`src/common/uart_map.svh`:
```
`ifndef UART_MAP_SVH
`define UART_MAP_SVH
// register indices, byte address is four times the index
`define IDX_DATA 3'h0
`define IDX_IER 3'h1
`define IDX_IDENT 3'h2
`define IDX_FMT 3'h3
`define IDX_LSR 3'h5
`define IDX_MSR 3'h6
// frame_format fields
`define FMT_STOP 2
`define FMT_PEN 3
`define FMT_EPS 4
`define FMT_DLA 7
// fifo_setup fields
`define FS_EN 0
`define FS_RXCLR 1
`define FS_TXCLR 2
`define FS_TRIG_HI 7
`define FS_TRIG_LO 6
// interrupt enable fields
`define IER_RDA 0
`define IER_THRE 1
`define IER_LINE 2
`define IER_MS 3
// reset values
`define FMT_RST 8'h00
`define IER_RST 4'h0
`define DIV_RST 16'h0001
`define TRIG_RST 2'h0
// identification codes
`define IID_NONE 4'h1
`define IID_LINE 4'h6
`define IID_RDA 4'h4
`define IID_TO 4'hC
`define IID_THRE 4'h2
`define IID_MODEM 4'h0
// timing counts
`define TIMEOUT_CHARS 4
`define OVS_MID 6'h07
`define OVS_LAST 6'h0F
`endif

```
`src/common/uart_pkg.sv`:
```
package uart_pkg;
  `include "uart_map.svh"
  typedef enum {TX_IDLE, TX_START, TX_DATA, TX_PAR, TX_STOP} tx_state_t;
  typedef enum {RX_IDLE, RX_START, RX_DATA, RX_PAR, RX_STOP, RX_HOLD} rx_state_t;

  function automatic logic [3:0] word_bits(input logic [1:0] wl);
    return 4'h5 + {2'h0, wl};
  endfunction

  function automatic logic parity_bit(input logic [7:0] d, input logic [1:0] wl,
                                      input logic even);
    return (^(d & (8'hFF >> (2'h3 - wl)))) ^ ~even;
  endfunction

  // oversample ticks of the stop period
  function automatic logic [5:0] stop_ticks(input logic [1:0] wl, input logic two);
    if (!two)
      return 6'h10;
    return (wl == 2'h0) ? 6'h18 : 6'h20;
  endfunction
endpackage

```
`src/hdl/uart_tx.sv`:
```
module uart_tx (
  input  wire logic       pclk,
  input  wire logic       presetn,
  input  wire logic       tick16,
  input  wire logic [1:0] wlen,
  input  wire logic       stop2,
  input  wire logic       par_en,
  input  wire logic       even_par,
  input  wire logic       load,
  input  wire logic [7:0] load_data,
  output logic            busy,
  output logic            txd
);
  import uart_pkg::*;
  tx_state_t   state_r;
  logic [7:0]  shift_r;
  logic [5:0]  tick_r;
  logic [2:0]  bit_r;
  logic        par_r;
  logic        bit_end;

  assign busy = (state_r != TX_IDLE);
  assign bit_end = tick_r == ((state_r == TX_STOP) ? stop_ticks(wlen, stop2) - 6'h01
                                                   : `OVS_LAST);

  always_ff @(posedge pclk or negedge presetn)
  begin
    if (!presetn)
    begin
      state_r <= TX_IDLE;
      shift_r <= 8'h00;
      tick_r  <= 6'h00;
      bit_r   <= 3'h0;
      par_r   <= 1'b0;
    end
    else if (load && state_r == TX_IDLE)
    begin
      state_r <= TX_START;
      shift_r <= load_data;
      tick_r  <= 6'h00;
      bit_r   <= 3'h0;
      par_r   <= parity_bit(load_data, wlen, even_par);
    end
    else if (tick16 && busy)
    begin
      tick_r <= bit_end ? 6'h00 : tick_r + 6'h01;
      if (bit_end)
        unique case (state_r)
          TX_IDLE:  state_r <= TX_IDLE;
          TX_START: state_r <= TX_DATA;
          TX_DATA:
          begin
            shift_r <= {1'b0, shift_r[7:1]};
            bit_r   <= bit_r + 3'h1;
            if ({1'b0, bit_r} == word_bits(wlen) - 4'h1)
              state_r <= par_en ? TX_PAR : TX_STOP;
          end
          TX_PAR:   state_r <= TX_STOP;
          TX_STOP:  state_r <= TX_IDLE;
        endcase
    end
  end

  always_ff @(posedge pclk or negedge presetn)
  begin
    if (!presetn)
      txd <= 1'b1;
    else
      txd <= (state_r == TX_START) ? 1'b0 :
             (state_r == TX_DATA)  ? shift_r[0] :
             (state_r == TX_PAR)   ? par_r : 1'b1;
  end
endmodule

```
`src/hdl/uart_rx.sv`:
```
module uart_rx (
  input  wire logic       pclk,
  input  wire logic       presetn,
  input  wire logic       tick16,
  input  wire logic       rxd,
  input  wire logic [1:0] wlen,
  input  wire logic       par_en,
  input  wire logic       even_par,
  output logic            valid,
  output logic [7:0]      data,
  output logic            par_err,
  output logic            frm_err,
  output logic            brk
);
  import uart_pkg::*;
  rx_state_t   state_r;
  logic [5:0]  tick_r;
  logic [2:0]  bit_r;
  logic [7:0]  sh_r;
  logic        par_r;
  logic        mid;

  assign mid = tick16 && tick_r == ((state_r == RX_START) ? `OVS_MID : `OVS_LAST);

  always_ff @(posedge pclk or negedge presetn)
  begin
    if (!presetn)
    begin
      state_r <= RX_IDLE;
      tick_r  <= 6'h00;
      bit_r   <= 3'h0;
      sh_r    <= 8'h00;
      par_r   <= 1'b0;
      valid   <= 1'b0;
      data    <= 8'h00;
      par_err <= 1'b0;
      frm_err <= 1'b0;
      brk     <= 1'b0;
    end
    else
    begin
      valid <= 1'b0;
      if (tick16)
        tick_r <= mid ? 6'h00 : tick_r + 6'h01;
      unique case (state_r)
        RX_IDLE:
        begin
          tick_r <= 6'h00;
          bit_r  <= 3'h0;
          sh_r   <= 8'h00;
          if (!rxd)
            state_r <= RX_START;
        end
        RX_START: if (mid) state_r <= rxd ? RX_IDLE : RX_DATA;
        RX_DATA:
          if (mid)
          begin
            sh_r[bit_r] <= rxd;
            bit_r <= bit_r + 3'h1;
            if ({1'b0, bit_r} == word_bits(wlen) - 4'h1)
              state_r <= par_en ? RX_PAR : RX_STOP;
          end
        RX_PAR:
          if (mid)
          begin
            par_r   <= rxd;
            state_r <= RX_STOP;
          end
        RX_STOP:
          if (mid)
          begin
            valid   <= 1'b1;
            data    <= sh_r;
            par_err <= par_en && (par_r != parity_bit(sh_r, wlen, even_par));
            frm_err <= !rxd;
            brk     <= !rxd && sh_r == 8'h00 && !(par_en && par_r);
            state_r <= rxd ? RX_IDLE : RX_HOLD;
          end
        RX_HOLD:  if (rxd) state_r <= RX_IDLE;
      endcase
    end
  end
endmodule

```
`src/hdl/uart_irq_fifo_line_format.sv`:
```
// Our own choice: register access over APB.
module uart_irq_fifo_line_format #(
  parameter int FIFO_DEPTH = 16
) (
  input  wire logic        pclk,
  input  wire logic        presetn,
  input  wire logic        psel,
  input  wire logic        penable,
  input  wire logic        pwrite,
  input  wire logic [4:0]  paddr,
  input  wire logic [31:0] pwdata,
  output logic [31:0]      prdata,
  output logic             pready,
  output logic             pslverr,
  input  wire logic        rxd,
  output logic             txd,
  input  wire logic        modem_change,
  input  wire logic [7:0]  modem_status,
  output logic             irq_pending
);
  import uart_pkg::*;
  localparam int PW = $clog2(FIFO_DEPTH);

  // ****************************************
  // bus decode
  // ****************************************
  logic [2:0]  idx;
  logic        setup;
  logic        acc_rd;
  logic        acc_wr;
  logic        dla;
  logic        data_rd;
  logic        data_wr;
  logic        ier_wr;
  logic        div_lo_wr;
  logic        div_hi_wr;
  logic        setup_wr;
  logic        fmt_wr;
  logic        lsr_rd;
  logic        msr_rd;
  logic        ident_rd;
  logic [7:0]  fmt_r;
  logic [3:0]  ier_r;
  logic [15:0] div_r;
  logic        fifo_en_r;
  logic [1:0]  trig_r;
  logic [31:0] prdata_r;

  assign idx    = paddr[4:2];
  assign setup  = psel && !penable;
  assign acc_rd = psel && penable && !pwrite;
  assign acc_wr = psel && penable && pwrite;
  assign dla    = fmt_r[`FMT_DLA];
  assign data_rd   = acc_rd && idx == `IDX_DATA && !dla;
  assign data_wr   = acc_wr && idx == `IDX_DATA && !dla;
  assign ier_wr    = acc_wr && idx == `IDX_IER && !dla;
  assign div_lo_wr = acc_wr && idx == `IDX_DATA && dla;
  assign div_hi_wr = acc_wr && idx == `IDX_IER && dla;
  assign setup_wr  = acc_wr && idx == `IDX_IDENT;
  assign ident_rd  = acc_rd && idx == `IDX_IDENT;
  assign fmt_wr    = acc_wr && idx == `IDX_FMT;
  assign lsr_rd    = acc_rd && idx == `IDX_LSR;
  assign msr_rd    = acc_rd && idx == `IDX_MSR;
  assign pready    = 1'b1;
  assign pslverr   = 1'b0;
  assign prdata    = prdata_r;

  always_ff @(posedge pclk or negedge presetn)
  begin
    if (!presetn)
    begin
      fmt_r     <= `FMT_RST;
      ier_r     <= `IER_RST;
      div_r     <= `DIV_RST;
      fifo_en_r <= 1'b0;
      trig_r    <= `TRIG_RST;
    end
    else
    begin
      if (fmt_wr)
        fmt_r <= pwdata[7:0];
      if (ier_wr)
        ier_r <= pwdata[3:0];
      if (div_lo_wr)
        div_r[7:0] <= pwdata[7:0];
      if (div_hi_wr)
        div_r[15:8] <= pwdata[7:0];
      if (setup_wr)
      begin
        fifo_en_r <= pwdata[`FS_EN];
        if (pwdata[`FS_EN])
          trig_r <= pwdata[`FS_TRIG_HI:`FS_TRIG_LO];
      end
    end
  end

  // ****************************************
  // baud tick and serial engines
  // ****************************************
  logic [15:0] div_cnt_r;
  logic        tick16;
  logic        tx_busy;
  logic        tx_pop;
  logic        tx_pop_q_r;
  logic        rx_valid;
  logic [7:0]  rx_data;
  logic        rx_par;
  logic        rx_frm;
  logic        rx_brk;
  logic [7:0]  tx_mem [FIFO_DEPTH];
  logic [10:0] rx_mem [FIFO_DEPTH];

  assign tick16 = (div_cnt_r == 16'h0000);

  always_ff @(posedge pclk or negedge presetn)
  begin
    if (!presetn)
      div_cnt_r <= 16'h0000;
    else if (tick16)
      div_cnt_r <= (div_r == 16'h0000) ? 16'h0000 : div_r - 16'h0001;
    else
      div_cnt_r <= div_cnt_r - 16'h0001;
  end

  logic [PW-1:0] tx_wp_r;
  logic [PW-1:0] tx_rp_r;
  logic [PW-1:0] rx_wp_r;
  logic [PW-1:0] rx_rp_r;
  logic [PW:0]   tx_cnt_r;
  logic [PW:0]   rx_cnt_r;
  logic [PW:0]   cap;
  logic          tx_clr;
  logic          rx_clr;
  logic          tx_push;
  logic          rx_push;
  logic          rx_pop;
  logic          overrun;

  uart_tx u_tx (
    .pclk      (pclk),
    .presetn   (presetn),
    .tick16    (tick16),
    .wlen      (fmt_r[1:0]),
    .stop2     (fmt_r[`FMT_STOP]),
    .par_en    (fmt_r[`FMT_PEN]),
    .even_par  (fmt_r[`FMT_EPS]),
    .load      (tx_pop),
    .load_data (tx_mem[tx_rp_r]),
    .busy      (tx_busy),
    .txd       (txd)
  );

  uart_rx u_rx (
    .pclk      (pclk),
    .presetn   (presetn),
    .tick16    (tick16),
    .rxd       (rxd),
    .wlen      (fmt_r[1:0]),
    .par_en    (fmt_r[`FMT_PEN]),
    .even_par  (fmt_r[`FMT_EPS]),
    .valid     (rx_valid),
    .data      (rx_data),
    .par_err   (rx_par),
    .frm_err   (rx_frm),
    .brk       (rx_brk)
  );

  // ****************************************
  // transmit and receive fifos
  // ****************************************
  // one-deep when fifos disabled
  assign cap = fifo_en_r ? (PW+1)'(FIFO_DEPTH) : (PW+1)'(1);
  assign tx_clr  = setup_wr && (!pwdata[`FS_EN] || pwdata[`FS_TXCLR]);
  assign rx_clr  = setup_wr && (!pwdata[`FS_EN] || pwdata[`FS_RXCLR]);
  assign tx_push = data_wr && tx_cnt_r < cap;
  assign tx_pop  = tx_cnt_r != '0 && !tx_busy && !tx_pop_q_r;
  assign rx_push = rx_valid && rx_cnt_r < cap;
  assign overrun = rx_valid && rx_cnt_r >= cap;
  assign rx_pop  = data_rd && rx_cnt_r != '0;

  always_ff @(posedge pclk)
  begin
    if (tx_push)
      tx_mem[tx_wp_r] <= pwdata[7:0];
    if (rx_push)
      rx_mem[rx_wp_r] <= {rx_brk, rx_frm, rx_par, rx_data};
  end

  always_ff @(posedge pclk or negedge presetn)
  begin
    if (!presetn)
    begin
      tx_wp_r    <= '0;
      tx_rp_r    <= '0;
      tx_cnt_r   <= '0;
      tx_pop_q_r <= 1'b0;
    end
    else
    begin
      tx_pop_q_r <= tx_pop;
      if (tx_clr)
      begin
        tx_wp_r  <= '0;
        tx_rp_r  <= '0;
        tx_cnt_r <= '0;
      end
      else
      begin
        tx_wp_r  <= tx_wp_r + PW'(tx_push);
        tx_rp_r  <= tx_rp_r + PW'(tx_pop);
        tx_cnt_r <= tx_cnt_r + (PW+1)'(tx_push) - (PW+1)'(tx_pop);
      end
    end
  end

  always_ff @(posedge pclk or negedge presetn)
  begin
    if (!presetn)
    begin
      rx_wp_r  <= '0;
      rx_rp_r  <= '0;
      rx_cnt_r <= '0;
    end
    else if (rx_clr)
    begin
      rx_wp_r  <= '0;
      rx_rp_r  <= '0;
      rx_cnt_r <= '0;
    end
    else
    begin
      rx_wp_r  <= rx_wp_r + PW'(rx_push);
      rx_rp_r  <= rx_rp_r + PW'(rx_pop);
      rx_cnt_r <= rx_cnt_r + (PW+1)'(rx_push) - (PW+1)'(rx_pop);
    end
  end

  // ****************************************
  // interrupt sources
  // ****************************************
  logic [3:0]  err_r;
  logic [3:0]  new_err;
  logic        thre_r;
  logic        ms_r;
  logic        to_r;
  logic [10:0] to_cnt_r;
  logic [10:0] to_lim;
  logic        rda_lvl;
  logic [7:0]  ident_now;
  logic [3:0]  iid;
  logic [7:0]  lsr;
  logic [7:0]  rd_mux;

  function automatic logic [PW:0] trig_bytes(input logic [1:0] t);
    unique case (t)
      2'h0: return (PW+1)'(1);
      2'h1: return (PW+1)'(4);
      2'h2: return (PW+1)'(8);
      2'h3: return (PW+1)'(14);
    endcase
  endfunction

  function automatic logic [10:0] to_limit(input logic [7:0] f);
    logic [10:0] nbits;
    nbits = 11'(word_bits(f[1:0])) + 11'h001 + 11'(f[`FMT_PEN]);
    return 11'(`TIMEOUT_CHARS) * ((nbits << 4) + 11'(stop_ticks(f[1:0], f[`FMT_STOP])));
  endfunction

  assign new_err = {rx_valid && rx_brk, rx_valid && rx_frm, rx_valid && rx_par, overrun};
  assign to_lim  = to_limit(fmt_r);
  assign rda_lvl = fifo_en_r ? (rx_cnt_r >= trig_bytes(trig_r)) : (rx_cnt_r != '0);

  always_ff @(posedge pclk or negedge presetn)
  begin
    if (!presetn)
    begin
      err_r  <= 4'h0;
      thre_r <= 1'b0;
      ms_r   <= 1'b0;
    end
    else
    begin
      err_r <= (err_r & ~(lsr_rd ? prdata_r[4:1] : 4'h0)) | new_err;
      ms_r  <= modem_change || (ms_r && !msr_rd);
      thre_r <= (tx_pop && tx_cnt_r == (PW+1)'(1) && !tx_push) || tx_clr ||
                (ier_wr && pwdata[`IER_THRE] && !ier_r[`IER_THRE] && tx_cnt_r == '0) ||
                (thre_r && !data_wr && !(ident_rd && prdata_r[3:0] == `IID_THRE));
    end
  end

  always_ff @(posedge pclk or negedge presetn)
  begin
    if (!presetn)
    begin
      to_cnt_r <= 11'h000;
      to_r     <= 1'b0;
    end
    else
    begin
      if (rx_push || rx_pop || rx_clr || rx_cnt_r == '0 || !fifo_en_r)
        to_cnt_r <= 11'h000;
      else if (tick16 && to_cnt_r < to_lim)
        to_cnt_r <= to_cnt_r + 11'h001;
      if (rx_pop || rx_clr || !fifo_en_r)
        to_r <= 1'b0;
      else if (to_cnt_r >= to_lim && rx_cnt_r != '0)
        to_r <= 1'b1;
    end
  end

  always_comb
  begin
    if (ier_r[`IER_LINE] && err_r != 4'h0)
      iid = `IID_LINE;
    else if (ier_r[`IER_RDA] && rda_lvl)
      iid = `IID_RDA;
    else if (ier_r[`IER_RDA] && to_r)
      iid = `IID_TO;
    else if (ier_r[`IER_THRE] && thre_r)
      iid = `IID_THRE;
    else if (ier_r[`IER_MS] && ms_r)
      iid = `IID_MODEM;
    else
      iid = `IID_NONE;
  end

  // enable mirrors, bits four and five zero
  assign ident_now   = {fifo_en_r, fifo_en_r, 2'h0, iid};
  assign irq_pending = !iid[0];
  assign lsr = {1'b0, tx_cnt_r == '0 && !tx_busy, tx_cnt_r == '0, err_r, rx_cnt_r != '0};

  always_comb
  begin
    unique case (idx)
      `IDX_DATA:  rd_mux = dla ? div_r[7:0] : rx_mem[rx_rp_r][7:0];
      `IDX_IER:   rd_mux = dla ? div_r[15:8] : {4'h0, ier_r};
      `IDX_IDENT: rd_mux = ident_now;
      `IDX_FMT:   rd_mux = fmt_r;
      `IDX_LSR:   rd_mux = lsr;
      `IDX_MSR:   rd_mux = modem_status;
      default:    rd_mux = 8'h00;
    endcase
  end

  always_ff @(posedge pclk or negedge presetn)
  begin
    if (!presetn)
      prdata_r <= 32'h00000000;
    else if (setup && !pwrite)
      prdata_r <= {24'h000000, rd_mux};
  end
endmodule

```
`config.mk`:
```
export PLATFORM = sky130hd
export DESIGN_NAME = uart_irq_fifo_line_format
export DESIGN_NICKNAME = d
export VERILOG_FILES = /design/src/common/uart_pkg.sv /design/src/hdl/uart_tx.sv /design/src/hdl/uart_rx.sv /design/src/hdl/uart_irq_fifo_line_format.sv
export VERILOG_INCLUDE_DIRS = /design/src /design/src/common
export SDC_FILE = /design/constraint.sdc
export NUM_CORES = 1
export LEC_CHECK = 0
export CAP_MARGIN = 5
export CELL_PAD_IN_SITES_DETAIL_PLACEMENT = 1
export CELL_PAD_IN_SITES_GLOBAL_PLACEMENT = 2
export CORE_ASPECT_RATIO = 1.75
export CORE_MARGIN = 4
export CORE_UTILIZATION = 50
export DETAILED_ROUTE_END_ITERATION = 16
export DONT_BUFFER_PORTS = 1
export PLACE_DENSITY = 0.82
export SLEW_MARGIN = 15
export SYNTH_ARGS = -nofsm -noshare
export SYNTH_HDL_FRONTEND = slang
export SYNTH_SLANG_ARGS = --single-unit
```
`constraint.sdc`:
```
create_clock -name pclk -period 7.7 [get_ports pclk]
set_input_delay 1.54 -clock pclk [delete_from_list [all_inputs] [get_ports pclk]]
set_output_delay 1.54 -clock pclk [all_outputs]
set_load 0.01 [all_outputs]
```
=== Yosys cells after proc, flatten, opt, wreduce, memory -nomap -nowiden ===
Memory sizes are Yosys's and may differ from the RTL's.
Cells that the tools add are included.

* Word-level logic and storage cells: 301
* Bits in registers: 213
* Memories kept: 2
* Bits of input ports: 52
* Bits in writable memories: 304
* Output and inout bits: 36

{| class="wikitable"
|+ Memory list
! name !! depth !! bits a word !! rd ports !! clocked after Yosys merged registers in !! wr ports !! RTL line !! RTL
|-
| rx_mem || 16 || 11 || 1 || 0 || 1 || uart_irq_fifo_line_format.sv:111 || <nowiki>logic [10:0] rx_mem [FIFO_DEPTH];</nowiki>
|-
| tx_mem || 16 || 8 || 1 || 0 || 1 || uart_irq_fifo_line_format.sv:110 || <nowiki>logic [7:0] tx_mem [FIFO_DEPTH];</nowiki>
|}

* $lt $le $gt $ge: 8
* Bitwise gates (word level): 8
* $add $sub $neg: 22
* Equality and inequality tests: 37
* Reductions and logical operators: 113
* Shifts and indexed selects: 1
* Mux-type cells: 74

{| class="wikitable"
|+ Operator list
! cell !! number
|-
| 32-bit two-way mux || 11
|-
| 32-bit by 2-bit == test with 1-bit output, second input constant || 6
|-
| 32-bit one-hot mux with 6 select lines || 1
|-
| 32-bit by 3-bit == test with 1-bit output, second input constant || 5
|-
| 32-bit one-hot mux with 4 select lines || 1
|-
| 32-bit logical NOT || 3
|-
| 32-bit by 1-bit == test with 1-bit output, second input constant || 2
|-
| 8-bit two-way mux || 7
|-
| 1-bit logical AND || 54
|-
| 6-bit two-way mux || 9
|-
| 8-bit one-hot mux with 6 select lines || 1
|-
| 4-bit two-way mux || 9
|-
| 32-bit by 4-bit == test with 1-bit output, second input constant || 1
|-
| 16-bit logical NOT || 2
|-
| 16-bit two-way mux || 2
|-
| 32-bit nonzero test || 1
|-
| 16-bit by 1-bit subtractor with 16-bit output, second input constant || 2
|-
| 11-bit two-way mux || 2
|-
| 3-bit two-way mux || 7
|-
| 5-bit one-hot mux with 4 select lines || 1
|-
| 4-bit by 1-bit adder with 4-bit output || 4
|-
| 8-bit AND || 2
|-
| 8-bit one-hot mux with 2 select lines || 1
|-
| 8-bit parity || 2
|-
| other kinds (55) || 127
|}

=== Longest topological paths before layout ===
Gate-level depths: netlist (run 1).

* Word-level depth: 10
* Depth in mapped cells: 16
* Gate-level depth less buffers: 16

=== Hierarchy ===
From an unflattened synthesis (run 1), not the netlist that was laid out.

* Cell total of the unflattened synthesis: 1400
* Area, all modules: 19180.9 sq um

{| class="wikitable"
|+ Modules (own cells, without submodules)
! module !! instances !! area each (sq um) !! cells each
|-
| uart_irq_fifo_line_format || 1 || 16045.4 || 1077
|-
| uart_rx || 1 || 1851.8 || 194
|-
| uart_tx || 1 || 1283.7 || 129
|}

=== Worst setup path after synthesis (run 1) ===
Ideal clock, no wire load.

* Path type: input-to-reg
* From: input paddr[2]
* To: register tx_cnt_r[4]
* Buffers on the path: 2
* Data arrival time: 4395 ps
* Cell stages on the path: 13
* Slack: 3227 ps
* Cells stage by stage: clkbuf_1 > or3_1 > or3_1 > or3_1 > clkbuf_1 > ha_1 > inv_1 > ha_1 > fa_1 > a21oi_1 > nor2_1 > or3_1 > a21oi_1

* Word-level cells in the longest chain between the ends: 7
* Elaborated cells on any way between the ends: 10

{| class="wikitable"
|+ RTL lines
! item !! RTL line !! RTL
|-
| start: declaration || uart_irq_fifo_line_format.sv:10 || <nowiki>input wire logic [4:0] paddr,</nowiki>
|-
| 3-bit logical NOT || n/a ||
|-
| 1-bit logical AND (no line) || n/a ||
|-
| 1-bit logical AND || uart_irq_fifo_line_format.sv:55 || <nowiki>assign data_wr = acc_wr && idx == `IDX_DATA && !dla;</nowiki>
|-
| 1-bit logical AND || uart_irq_fifo_line_format.sv:175 || <nowiki>assign tx_push = data_wr && tx_cnt_r < cap;</nowiki>
|-
| 5-bit by 1-bit adder with 5-bit output || uart_irq_fifo_line_format.sv:211 || <nowiki>tx_cnt_r <= tx_cnt_r + (PW+1)'(tx_push) - (PW+1)'(tx_pop);</nowiki>
|-
| 5-bit by 1-bit subtractor with 5-bit output || uart_irq_fifo_line_format.sv:211 ||
|-
| 5-bit two-way mux (*) || uart_irq_fifo_line_format.sv:201 || <nowiki>if (tx_clr)</nowiki>
|-
| end signal: assignment || uart_irq_fifo_line_format.sv:211 ||
|-
| end: declaration || uart_irq_fifo_line_format.sv:129 || <nowiki>logic [PW:0] tx_cnt_r;</nowiki>
|}

Mark *: on every way between the ends. The rest lies on a longest branch, timed or not.
A chain may end at the register's enable or synchronous reset.

=== Worst setup path after layout (run 1) ===
* From: register trig_r[0]
* To: output irq_pending

* Word-level cells in the longest chain between the ends: 8
* Elaborated cells on any way between the ends: 11

{| class="wikitable"
|+ RTL lines
! item !! RTL line !! RTL
|-
| start: declaration || uart_irq_fifo_line_format.sv:46 || <nowiki>logic [1:0] trig_r;</nowiki>
|-
| start signal: assignment || uart_irq_fifo_line_format.sv:76 || <nowiki>trig_r <= `TRIG_RST;</nowiki>
|-
| start signal: assignment || uart_irq_fifo_line_format.sv:92 || <nowiki>trig_r <= pwdata[`FS_TRIG_HI:`FS_TRIG_LO];</nowiki>
|-
| 2-bit == test (tied with other cells) || uart_irq_fifo_line_format.sv:255 || <nowiki>unique case (t)</nowiki>
|-
| 5-bit one-hot mux with 4 select lines (*) || uart_irq_fifo_line_format.sv:255 ||
|-
| 5-bit >= comparator (*) || uart_irq_fifo_line_format.sv:271 || <nowiki>assign rda_lvl = fifo_en_r ? (rx_cnt_r >= trig_bytes(trig_r)) : (rx_cnt_r != '0);</nowiki>
|-
| 1-bit two-way mux (*) || uart_irq_fifo_line_format.sv:271 ||
|-
| 1-bit logical AND (*) || uart_irq_fifo_line_format.sv:315 || <nowiki>else if (ier_r[`IER_RDA] && rda_lvl)</nowiki>
|-
| 4-bit two-way mux (*) || uart_irq_fifo_line_format.sv:315 ||
|-
| 4-bit two-way mux (*) || uart_irq_fifo_line_format.sv:313 || <nowiki>if (ier_r[`IER_LINE] && err_r != 4'h0)</nowiki>
|-
| 1-bit logical NOT (*) || uart_irq_fifo_line_format.sv:329 || <nowiki>assign irq_pending = !iid[0];</nowiki>
|-
| end: declaration || uart_irq_fifo_line_format.sv:19 || <nowiki>output logic irq_pending</nowiki>
|}

Mark *: on every way between the ends. The rest lies on a longest branch, timed or not. The select of a mux whose other input is x is not followed.

==> flow_summary.toml, run 1 <==
[timing]
relSlewSlack_pct = 29.5
finalHoldViolCount = 0
worstMarginPinSlew_ns = 1.05
setup_viol = 0
rsz0062_at_grt = "no"
period_share_pct = 60.0
tns_ns = 0
max_freq_mhz = 216
skew_ns = 0.0269
fin_crit_ns = 4.62
finalMaxSlewViolations = 0

[worst_setup_path]
crit_path_max_incr_delay_ns = 0.72
crit_path_start_kind = "flip-flop"
crit_path_end_kind = "primary output"
critical_path.top_delay_family = "compound AO/OA/AOI/OAI gates"
worstPathCellList = "nor2_1 > ha_1 > nand2b_1 > a21o_1 > a21o_1 > a2111oi_0 > o211ai_1 > nand2b_1"
critical_path_class = "reg2out"
critPathSlowestCell = "a2111oi_0"
worstPathRequired_ns = 6.16
critPathMaxFanout = 4
cp.buffers_inverters = 0
worst-endpoint-arrival_ns = 3.08

[grt]
antenna_found_initial = 2
met1_usage_pct = 24.4
busiest_layer = "met2"
grt_util_met2_pct = 44.5
grt_util_met3_pct = 3.76
grt-ovfl-total = 0
grt_pass1_vias = 12100
grt_max_degree = 156
grt_pass1_wl_mm = 72.8
grtUsageTotal_pct = 23.2

[drt]
drt_iter0_drc = 562
totalWireLength_mm = 47.3
via_per_inst = 5.93
route.vias.total = 11100
wl_per_cell_um = 25.3
drc = 0
detail-route-antenna-nets = 0
first_pass_iters = 5

[cts]
cts_setup_buffers = 0
cts_buffer_depth = 3
cts_tree = "built"
htreeDepth = 2
ctsHoldBuffers = 0
clk_pin_slew_ns = 0.07
worstSkewPairLatency_ns = 0.56
cts_resized = 0
cts_root_buf = "clkbuf_16"
clock_sinks = 411
numCtsBuffers = 38

[placement]
dpl.hpwl_mm = 33.8
gp_congestion = 0.861
post_dp_cell_area_mm2 = 0.0194
dp_cells = 1800
portBuffers = 0

[yosys]
synth_seq_area_share_pct = 60.4
ys_warn_count = 0
synth-edff-count = 256
synth.area.top_cells = "edfxtp_1 (40%), dfrtp_1 (20%), mux4_2 (6.8%), ha_1 (3.5%), mux4_1 (2.6%)"
synth-async-reset-ratio_pct = 37.7
syn_area_mm2 = 0.0191
synthDominantCellAreaShare_pct = 40.2
synth_largest_area_cell = "edfxtp_1"
ys_seq_elements = 411
avgSynthCellArea_um2 = 14.1
synthTopCellsByCount = "edfxtp_1 (256), dfrtp_1 (153), nor2_1 (107)"
synth_cell_types = 75
post-synth-top-count-cell = "edfxtp_1"
synth_flop_cell = "edfxtp_1"
synth_cells = 1362

[layout]
final_area_mm2 = 0.0207
multi_input_area_mm2 = 0.00695
layout.nets = 1469
num-fill-cells = 3586
syn_to_final_growth_pct = 8.14
drive_gt1_share_pct = 13.9
fin_util_pct = 54.8
fin_cells = 1872
register_area_mm2 = 0.0116

[floorplan]
die_h_um = 267
boundaryPins = 88
chipWidth_um = 156
num_rows = 94
die_area_mm2 = 0.0416
initial_core_util_pct = 50.7
coreArea_mm2 = 0.0378

[pwr]
p_leak_nw = 7.49
power.density_mw_per_mm2 = 272
ir_drop_uv = 232

[job]
maxCapViolCount = 0

[hold_path]
min_path_type = "reg2reg"

[run_status]
run_status = "finished, final reports clean"
==> state kept, by name (all words and copies together), names as in the netlist, 5 cells and up <==
signal	cells
div_cnt_r	16
div_r	16
fmt_r	8
prdata	8
rx_cnt_r	5
rx_mem	128
to_cnt_r	11
tx_cnt_r	5
tx_mem	128
u_rx.data	8
u_rx.sh_r	8
u_rx.tick_r	6
u_tx.shift_r	8
u_tx.tick_r	6
==> metrics by stage <==
step                setup slack [ns]  hold slack [ns]  total power, mW
floorplan                       3.23            0.449             3.50
global placement                2.95            0.467             3.73
detailed placement              2.91            0.475             3.77
CTS                             3.01            0.489             5.70
global route                    2.91            0.528             5.92
finish                          3.08            0.488             5.62
==> placed cells by master, fill, tap and decap left out, drive strengths merged, types with 25 or more instances in the layout <==
master    n
xnor2    40
nand2    84
mux2i    30
edfxtp  256
conb     27
xor2     25
a21oi    37
clkbuf   46
mux2     32
ha       53
nor3     28
dfrtp   153
nand3    31
o21ai    61
inv      61
mux4     77
nor2    108
==> power by group <==
part	leakage (nW)	total (mW)	internal (mW)	switching, mW
clock network	0.598	1.91	1.07	0.846
logic	2.79	1.04	0.475	0.567
registers	4.10	2.67	2.46	0.203
total	7.49	5.62	4.01	1.62
==> layer usage <==
| metal | routed length (µm) | up-vias | share of wire (%) |
|---|---|---|---|
| met3 | 1800 | 99 | 3.8 |
| met4 | 2390 | 0 | 5.0 |
| li1 | - | 5056 | - |
| met2 | 26800 | 196 | 57 |
| met1 | 16300 | 5742 | 34 |
| met5 | 0 | - | 0 |
==> kinds of logic (layout without fill, tap and decap cells) <==
logic type	after synthesis	count (layout)	share of synthesized area [%]
and+or+nand+nor	364	364	9.52
AOI/OAI and AO/OA	185	185	6.31
other	2	29	0.0392
muxes	139	139	12.9
xor gates and xnor gates	65	65	3.09
buffers and inverters	139	142	3.85
DFF	411	411	60.4
adders and majority gates	57	57	3.88
==> worst min-delay path, delay by kind of cell, from the launching register on <==
kind / cells / cell delay, ns
DFF: 1 / 0.34
and+or+nand+nor: 1 / 0.05
AOI/OAI and AO/OA: 1 / 0.06
==> layout make-up <==
class / count / area share, %
Sequential cell: 411 / 55.9
Multi-Input combinational cell: 837 / 33.6
Clock buffer: 46 / 4.79
Tap cell: 480 / 2.90
Clock inverter: 24 / 1.26
Inverter: 57 / 1.03
Timing Repair Buffer: 15 / 0.544
Antenna cell: 2 / 0.0242
==> worst paths after layout <==
| kind | start | end | slack [ns] | cells after the start |
|---|---|---|---|---|
| setup / recovery | trig_r[0] | irq_pending | 3.08 | 8 |
| hold / removal | u_tx.shift_r[6] | u_tx.shift_r[6] | 0.49 | 2 |
| setup reg to reg | fmt_r[0] | to_cnt_r[5] | 3.47 | 13 |
| hold reg to reg | u_tx.shift_r[6] | u_tx.shift_r[6] | 0.49 | 2 |
| max in group asynchronous | presetn | rx_rp_r[1] | 6.47 | 0 |
| min in group asynchronous | presetn | u_tx.tick_r[0] | 0.71 | 0 |
Note: power is estimated with default switching activity, not from simulation.
==> run 2: changes to the inputs <==
--- a/config.mk
+++ b/config.mk
@@ -11,10 +11,10 @@
 export CELL_PAD_IN_SITES_GLOBAL_PLACEMENT = 2
 export CORE_ASPECT_RATIO = 1.75
 export CORE_MARGIN = 4
-export CORE_UTILIZATION = 50
+export CORE_UTILIZATION = 46
 export DETAILED_ROUTE_END_ITERATION = 16
 export DONT_BUFFER_PORTS = 1
-export PLACE_DENSITY = 0.82
+export PLACE_DENSITY = 0.76
 export SLEW_MARGIN = 15
 export SYNTH_ARGS = -nofsm -noshare
 export SYNTH_HDL_FRONTEND = slang
==> constraint.sdc (replaced) <==
create_clock -name pclk -period 4.85 [get_ports pclk]
set_input_delay 0.97 -clock pclk [delete_from_list [all_inputs] [get_ports pclk]]
set_output_delay 0.97 -clock pclk [all_outputs]
set_load 0.01 [all_outputs]
==> flow_summary.toml, run 2 (synthesized netlist as in run 1, its figures left out) <==
[run_status]
run_status = "finished, final reports clean"

[drt]
route.vias.total = 11100
first_pass_iters = 5
met1_length_mm = 16.5
detail-route-antenna-nets = 0
via_per_inst = 5.65
wl_met2_mm = 27.0
top_layer = "met5"
wl_per_cell_um = 24.3
drt_iter0_drc = 532
drc = 0
wl_met3_mm = 1.48
totalWireLength_mm = 47.5

[worst_setup_path]
crit_path_max_incr_delay_ns = 0.78
worst-endpoint-arrival_ns = 3.16
worstPathRequired_ns = 3.88
critPathSlowestCell = "a2111oi_0"
worstPathCellList = "nor2_1 > ha_1 > nand2b_1 > a21o_1 > a21o_1 > a2111oi_0 > o211ai_1 > nand2b_1"
crit_path_end_kind = "primary output"
crit_path_start_kind = "flip-flop"
critical_path_class = "reg2out"
critPathMaxFanout = 4

[timing]
whs_ns = 0.124
rsz0062_at_grt = "no"
worstMarginPinSlew_ns = 0.987
skew_ns = 0.0203
period_share_pct = 85.2
fin_crit_ns = 4.13
finalHoldViolCount = 0
tns_ns = 0
finalMaxSlewViolations = 0
setup_viol = 0
max_freq_mhz = 242
relSlewSlack_pct = 33.9

[cts]
cts_tree = "built"
cts_setup_buffers = 0
cts_buffer_depth = 3
worstSkewPairLatency_ns = 0.55
numCtsBuffers = 40
clk_pin_slew_ns = 0.06
htreeDepth = 2
cts_root_buf = "clkbuf_16"
cts_resized = 0
clock_sinks = 411
ctsHoldBuffers = 0

[grt]
antenna_found_initial = 2
grt-ovfl-total = 0
grt_max_degree = 156
grt_pass1_wl_mm = 73.2
grt_pass1_vias = 12100
grtUsageTotal_pct = 21.4

[floorplan]
initial_core_util_pct = 46.7
coreArea_mm2 = 0.0410
chipWidth_um = 162
die_area_mm2 = 0.0451
die_h_um = 278
num_rows = 98
boundaryPins = 88

[layout]
final_cell_mix = "edfxtp_1 (256), dfrtp_1 (151), nor2_1 (107)"
fin_cells = 1958
fin_util_pct = 51.3
reg_top3 = "rx_mem x128, tx_mem x128"
drive_gt1_share_pct = 14.9
syn_to_final_growth_pct = 9.73
final_area_mm2 = 0.0210
layout.nets = 1484
final_common_cell = "edfxtp_1"

[placement]
dpl.hpwl_mm = 34.5
portBuffers = 0
gp_congestion = 0.803
dp_cells = 1883
post_dp_cell_area_mm2 = 0.0196

[job]
maxCapViolCount = 0

[pwr]
power.density_mw_per_mm2 = 437
p_leak_nw = 7.61
ir_drop_uv = 439

[hold_path]
min_path_type = "in2async"
-- run 2: routing by layer --
layer / up-vias / global-route usage (%)
met5: - / 0
met4: 2 / 10.3
met3: 89 / 3.12
met2: 177 / 41.4
met1: 5726 / 22.2
li1: 5072 / -
-- run 2: worst max-delay path, delay by kind of cell (launching register included) --
kind	cells	cell delay (ns)
flops	1	0.41
fa+ha+maj	1	0.23
compound gates	4	1.42
simple gates	3	0.55
-- run 2: path summary, 6_finish.rpt --
check,from,endpoint,slack (ns),cells after the start
max,trig_r[0],irq_pending,0.72,8
min,presetn,to_cnt_r[1],0.12,0
max reg2reg,fmt_r[0],to_cnt_r[5],0.82,13
min reg2reg,u_tx.shift_r[6],u_tx.shift_r[6],0.49,2
max in group asynchronous,presetn,rx_rp_r[0],4.29,0
min in group pclk,u_tx.shift_r[6],u_tx.shift_r[6],0.49,2
-- run 2: layout make-up --
class | count | area, µm²
Antenna cell | 1 | 2.50
Clock buffer | 47 | 1040
Clock inverter | 27 | 348
Fill cell | 4055 | 19900
Inverter | 57 | 214
Multi-Input combinational cell | 837 | 6940
Sequential cell | 411 | 11600
Tap cell | 550 | 688
Timing Repair Buffer | 28 | 210
-- run 2: through the flow --
step | setup WS [ns] | power [mW]
finish | 0.719 | 9.19
global route | 0.490 | 9.67
CTS | 0.627 | 9.32
detailed placement | 0.774 | 6.01
global placement | 0.856 | 5.94
floorplan | 0.947 | 5.55
-- run 2: where the power goes --
group / total [mW] / switching, mW / internal, mW
Sequential: 4.27 / 0.357 / 3.91
Clock: 3.27 / 1.39 / 1.89
Combinational: 1.64 / 0.871 / 0.773
Total: 9.19 / 2.61 / 6.57
==> run 3: changes to the inputs <==
--- a/config.mk
+++ b/config.mk
@@ -11,10 +11,10 @@
 export CELL_PAD_IN_SITES_GLOBAL_PLACEMENT = 2
 export CORE_ASPECT_RATIO = 1.75
 export CORE_MARGIN = 4
-export CORE_UTILIZATION = 46
+export CORE_UTILIZATION = 42
 export DETAILED_ROUTE_END_ITERATION = 16
 export DONT_BUFFER_PORTS = 1
-export PLACE_DENSITY = 0.76
+export PLACE_DENSITY = 0.73
 export SLEW_MARGIN = 15
 export SYNTH_ARGS = -nofsm -noshare
 export SYNTH_HDL_FRONTEND = slang
==> constraint.sdc (replaced) <==
create_clock -name pclk -period 3.6 [get_ports pclk]
set_input_delay 0.72 -clock pclk [delete_from_list [all_inputs] [get_ports pclk]]
set_output_delay 0.72 -clock pclk [all_outputs]
set_load 0.01 [all_outputs]
==> flow_summary.toml, run 3 (synthesized netlist as in run 1, its figures left out) <==
[timing]
period_share_pct = 101
max_freq_mhz = 276
relSlewSlack_pct = 35.1
finalMaxSlewViolations = 0
skew_ns = 0.0221
rsz0062_at_grt = "yes"
fin_ws_ns = -0.0206
finalHoldViolCount = 153
worstMarginPinSlew_ns = 0.965
fin_crit_ns = 3.62
setup_viol = 2
whs_ns = -0.124

[floorplan]
chipWidth_um = 169
die_area_mm2 = 0.0492
boundaryPins = 88
initial_core_util_pct = 42.4
num_rows = 103
coreArea_mm2 = 0.0451
die_h_um = 290

[drt]
drc = 0
via_per_inst = 5.58
route.vias.total = 11400
wl_per_cell_um = 24.0
wl_met2_mm = 28.5
wl_met3_mm = 1.56
totalWireLength_mm = 49.1
first_pass_iters = 4
detail-route-antenna-nets = 0
drt_iter0_drc = 674
top_layer = "met5"
met1_length_mm = 17.0

[grt]
grt-ovfl-total = 0
grt_pass1_vias = 12500
grtUsageTotal_pct = 20.2
antenna_found_initial = 3
grt_pass1_wl_mm = 76.0
grt_max_degree = 156

[worst_setup_path]
critPathMaxFanout = 4
r2r_cells = 13
crit_path_end_kind = "flip-flop"
critical_path_class = "reg2reg"
crit-reg2reg-capture = "to_cnt_r[8]"
r2r-start = "fmt_r[0]"
worstPathRequired_ns = 4.05
worst-endpoint-arrival_ns = 4.07
rrSetupSlack_ns = -0.02
crit_path_start_kind = "flip-flop"

[placement]
portBuffers = 0
dpl.hpwl_mm = 35.4
post_dp_cell_area_mm2 = 0.0200
gp_congestion = 0.803

[cts]
worstSkewPairLatency_ns = 0.56
cts_root_buf = "clkbuf_16"
numCtsBuffers = 40
htreeDepth = 2
clk_pin_slew_ns = 0.07
cts_tree = "built"
cts_buffer_depth = 3
clock_sinks = 411

[run_status]
run_status = "complete, but fails checks"
violations = "negative hold slack, negative setup slack"

[job]
maxCapViolCount = 0

[layout]
layout.nets = 1550
register_area_mm2 = 0.0116
multi_input_area_mm2 = 0.00704
syn_to_final_growth_pct = 13.1
fin_util_pct = 48.0
drive_gt1_share_pct = 19.8
final_cell_mix = "edfxtp_1 (256), dfrtp_1 (150), nor2_1 (107)"
reg_top3 = "rx_mem x128, tx_mem x128"
final_common_cell = "edfxtp_1"
num-fill-cells = 4511
final_area_mm2 = 0.0216

[pwr]
power.density_mw_per_mm2 = 583
total_power_mw = 12.6
ir_drop_uv = 542
p_leak_nw = 8.02

[hold_path]
min_path_type = "in2async"
==> run 3: through the flow <==
step	TNS, ns	worst slack (ns)	instances
2_1_floorplan	-0.000138	-0.000138	1387
3_3_place_gp	-0.117	-0.0317	1961
3_5_place_dp	-0.418	-0.104	1961
4_1_cts	-0.161	-0.0701	2044
5_1_grt	-0.961	-0.184	2051
6_report	-0.0222	-0.0206	2051
==> run 3: layout make-up <==
cell class / instances / share of cell area (%)
multi-input cells: 837 / 32.5
well taps: 577 / 3.34
repair buffers: 94 / 3.37
inverters: 57 / 0.989
flip-flops and latches: 411 / 53.5
clock inverters: 28 / 1.58
clock buffers: 45 / 4.71
diodes: 2 / 0.0231
==> run 3: repair_timing <==
action / 4_1_cts / 5_1_grt
pin swaps: 11 / 12
resized for setup: 10 / 18
setup endpoints to repair: 5 / 12
setup buffers: 10 / 6
hold endpoints to repair: 153 / 153
==> run 3: worst max path at each step <==
stage	start	to	slack, ns
CTS	fmt_r[3]	to_cnt_r[7]	-0.07
floorplan	fmt_r[3]	to_cnt_r[8]	-0.0001
detailed placement	fmt_r[3]	to_cnt_r[7]	-0.10
finish	fmt_r[0]	to_cnt_r[8]	-0.02
global placement	fmt_r[3]	to_cnt_r[5]	-0.03
global route	fmt_r[0]	to_cnt_r[10]	-0.18
==> run 3: report_power, final <==
part / total [mW] / switching [mW] / leakage, nW / internal (mW)
sequential: 5.72 / 0.442 / 4.14 / 5.27
combinational: 2.51 / 1.28 / 3.24 / 1.23
clock: 4.39 / 1.83 / 0.641 / 2.56
total: 12.6 / 3.56 / 8.02 / 9.06
==> run 3: worst max-delay path, stage by stage, from the launching register on <==
cell,delay (ns)
dfrtp_2,0.45
buf_6,0.14
fa_1,0.57
inv_2,0.05
fa_2,0.35
xnor2_2,0.14
ha_1,0.29
a21o_1,0.16
a21o_1,0.18
a2111oi_4,0.43
buf_4,0.20
nand3_4,0.10
or3_1,0.35
a21oi_2,0.12
==> run 3: layer usage <==
layer | vias up | track usage (%)
met5 | - | 0
met4 | 2 | 9.14
met3 | 75 | 3.06
met2 | 188 | 38.7
met1 | 5957 | 21.3
li1 | 5223 | -
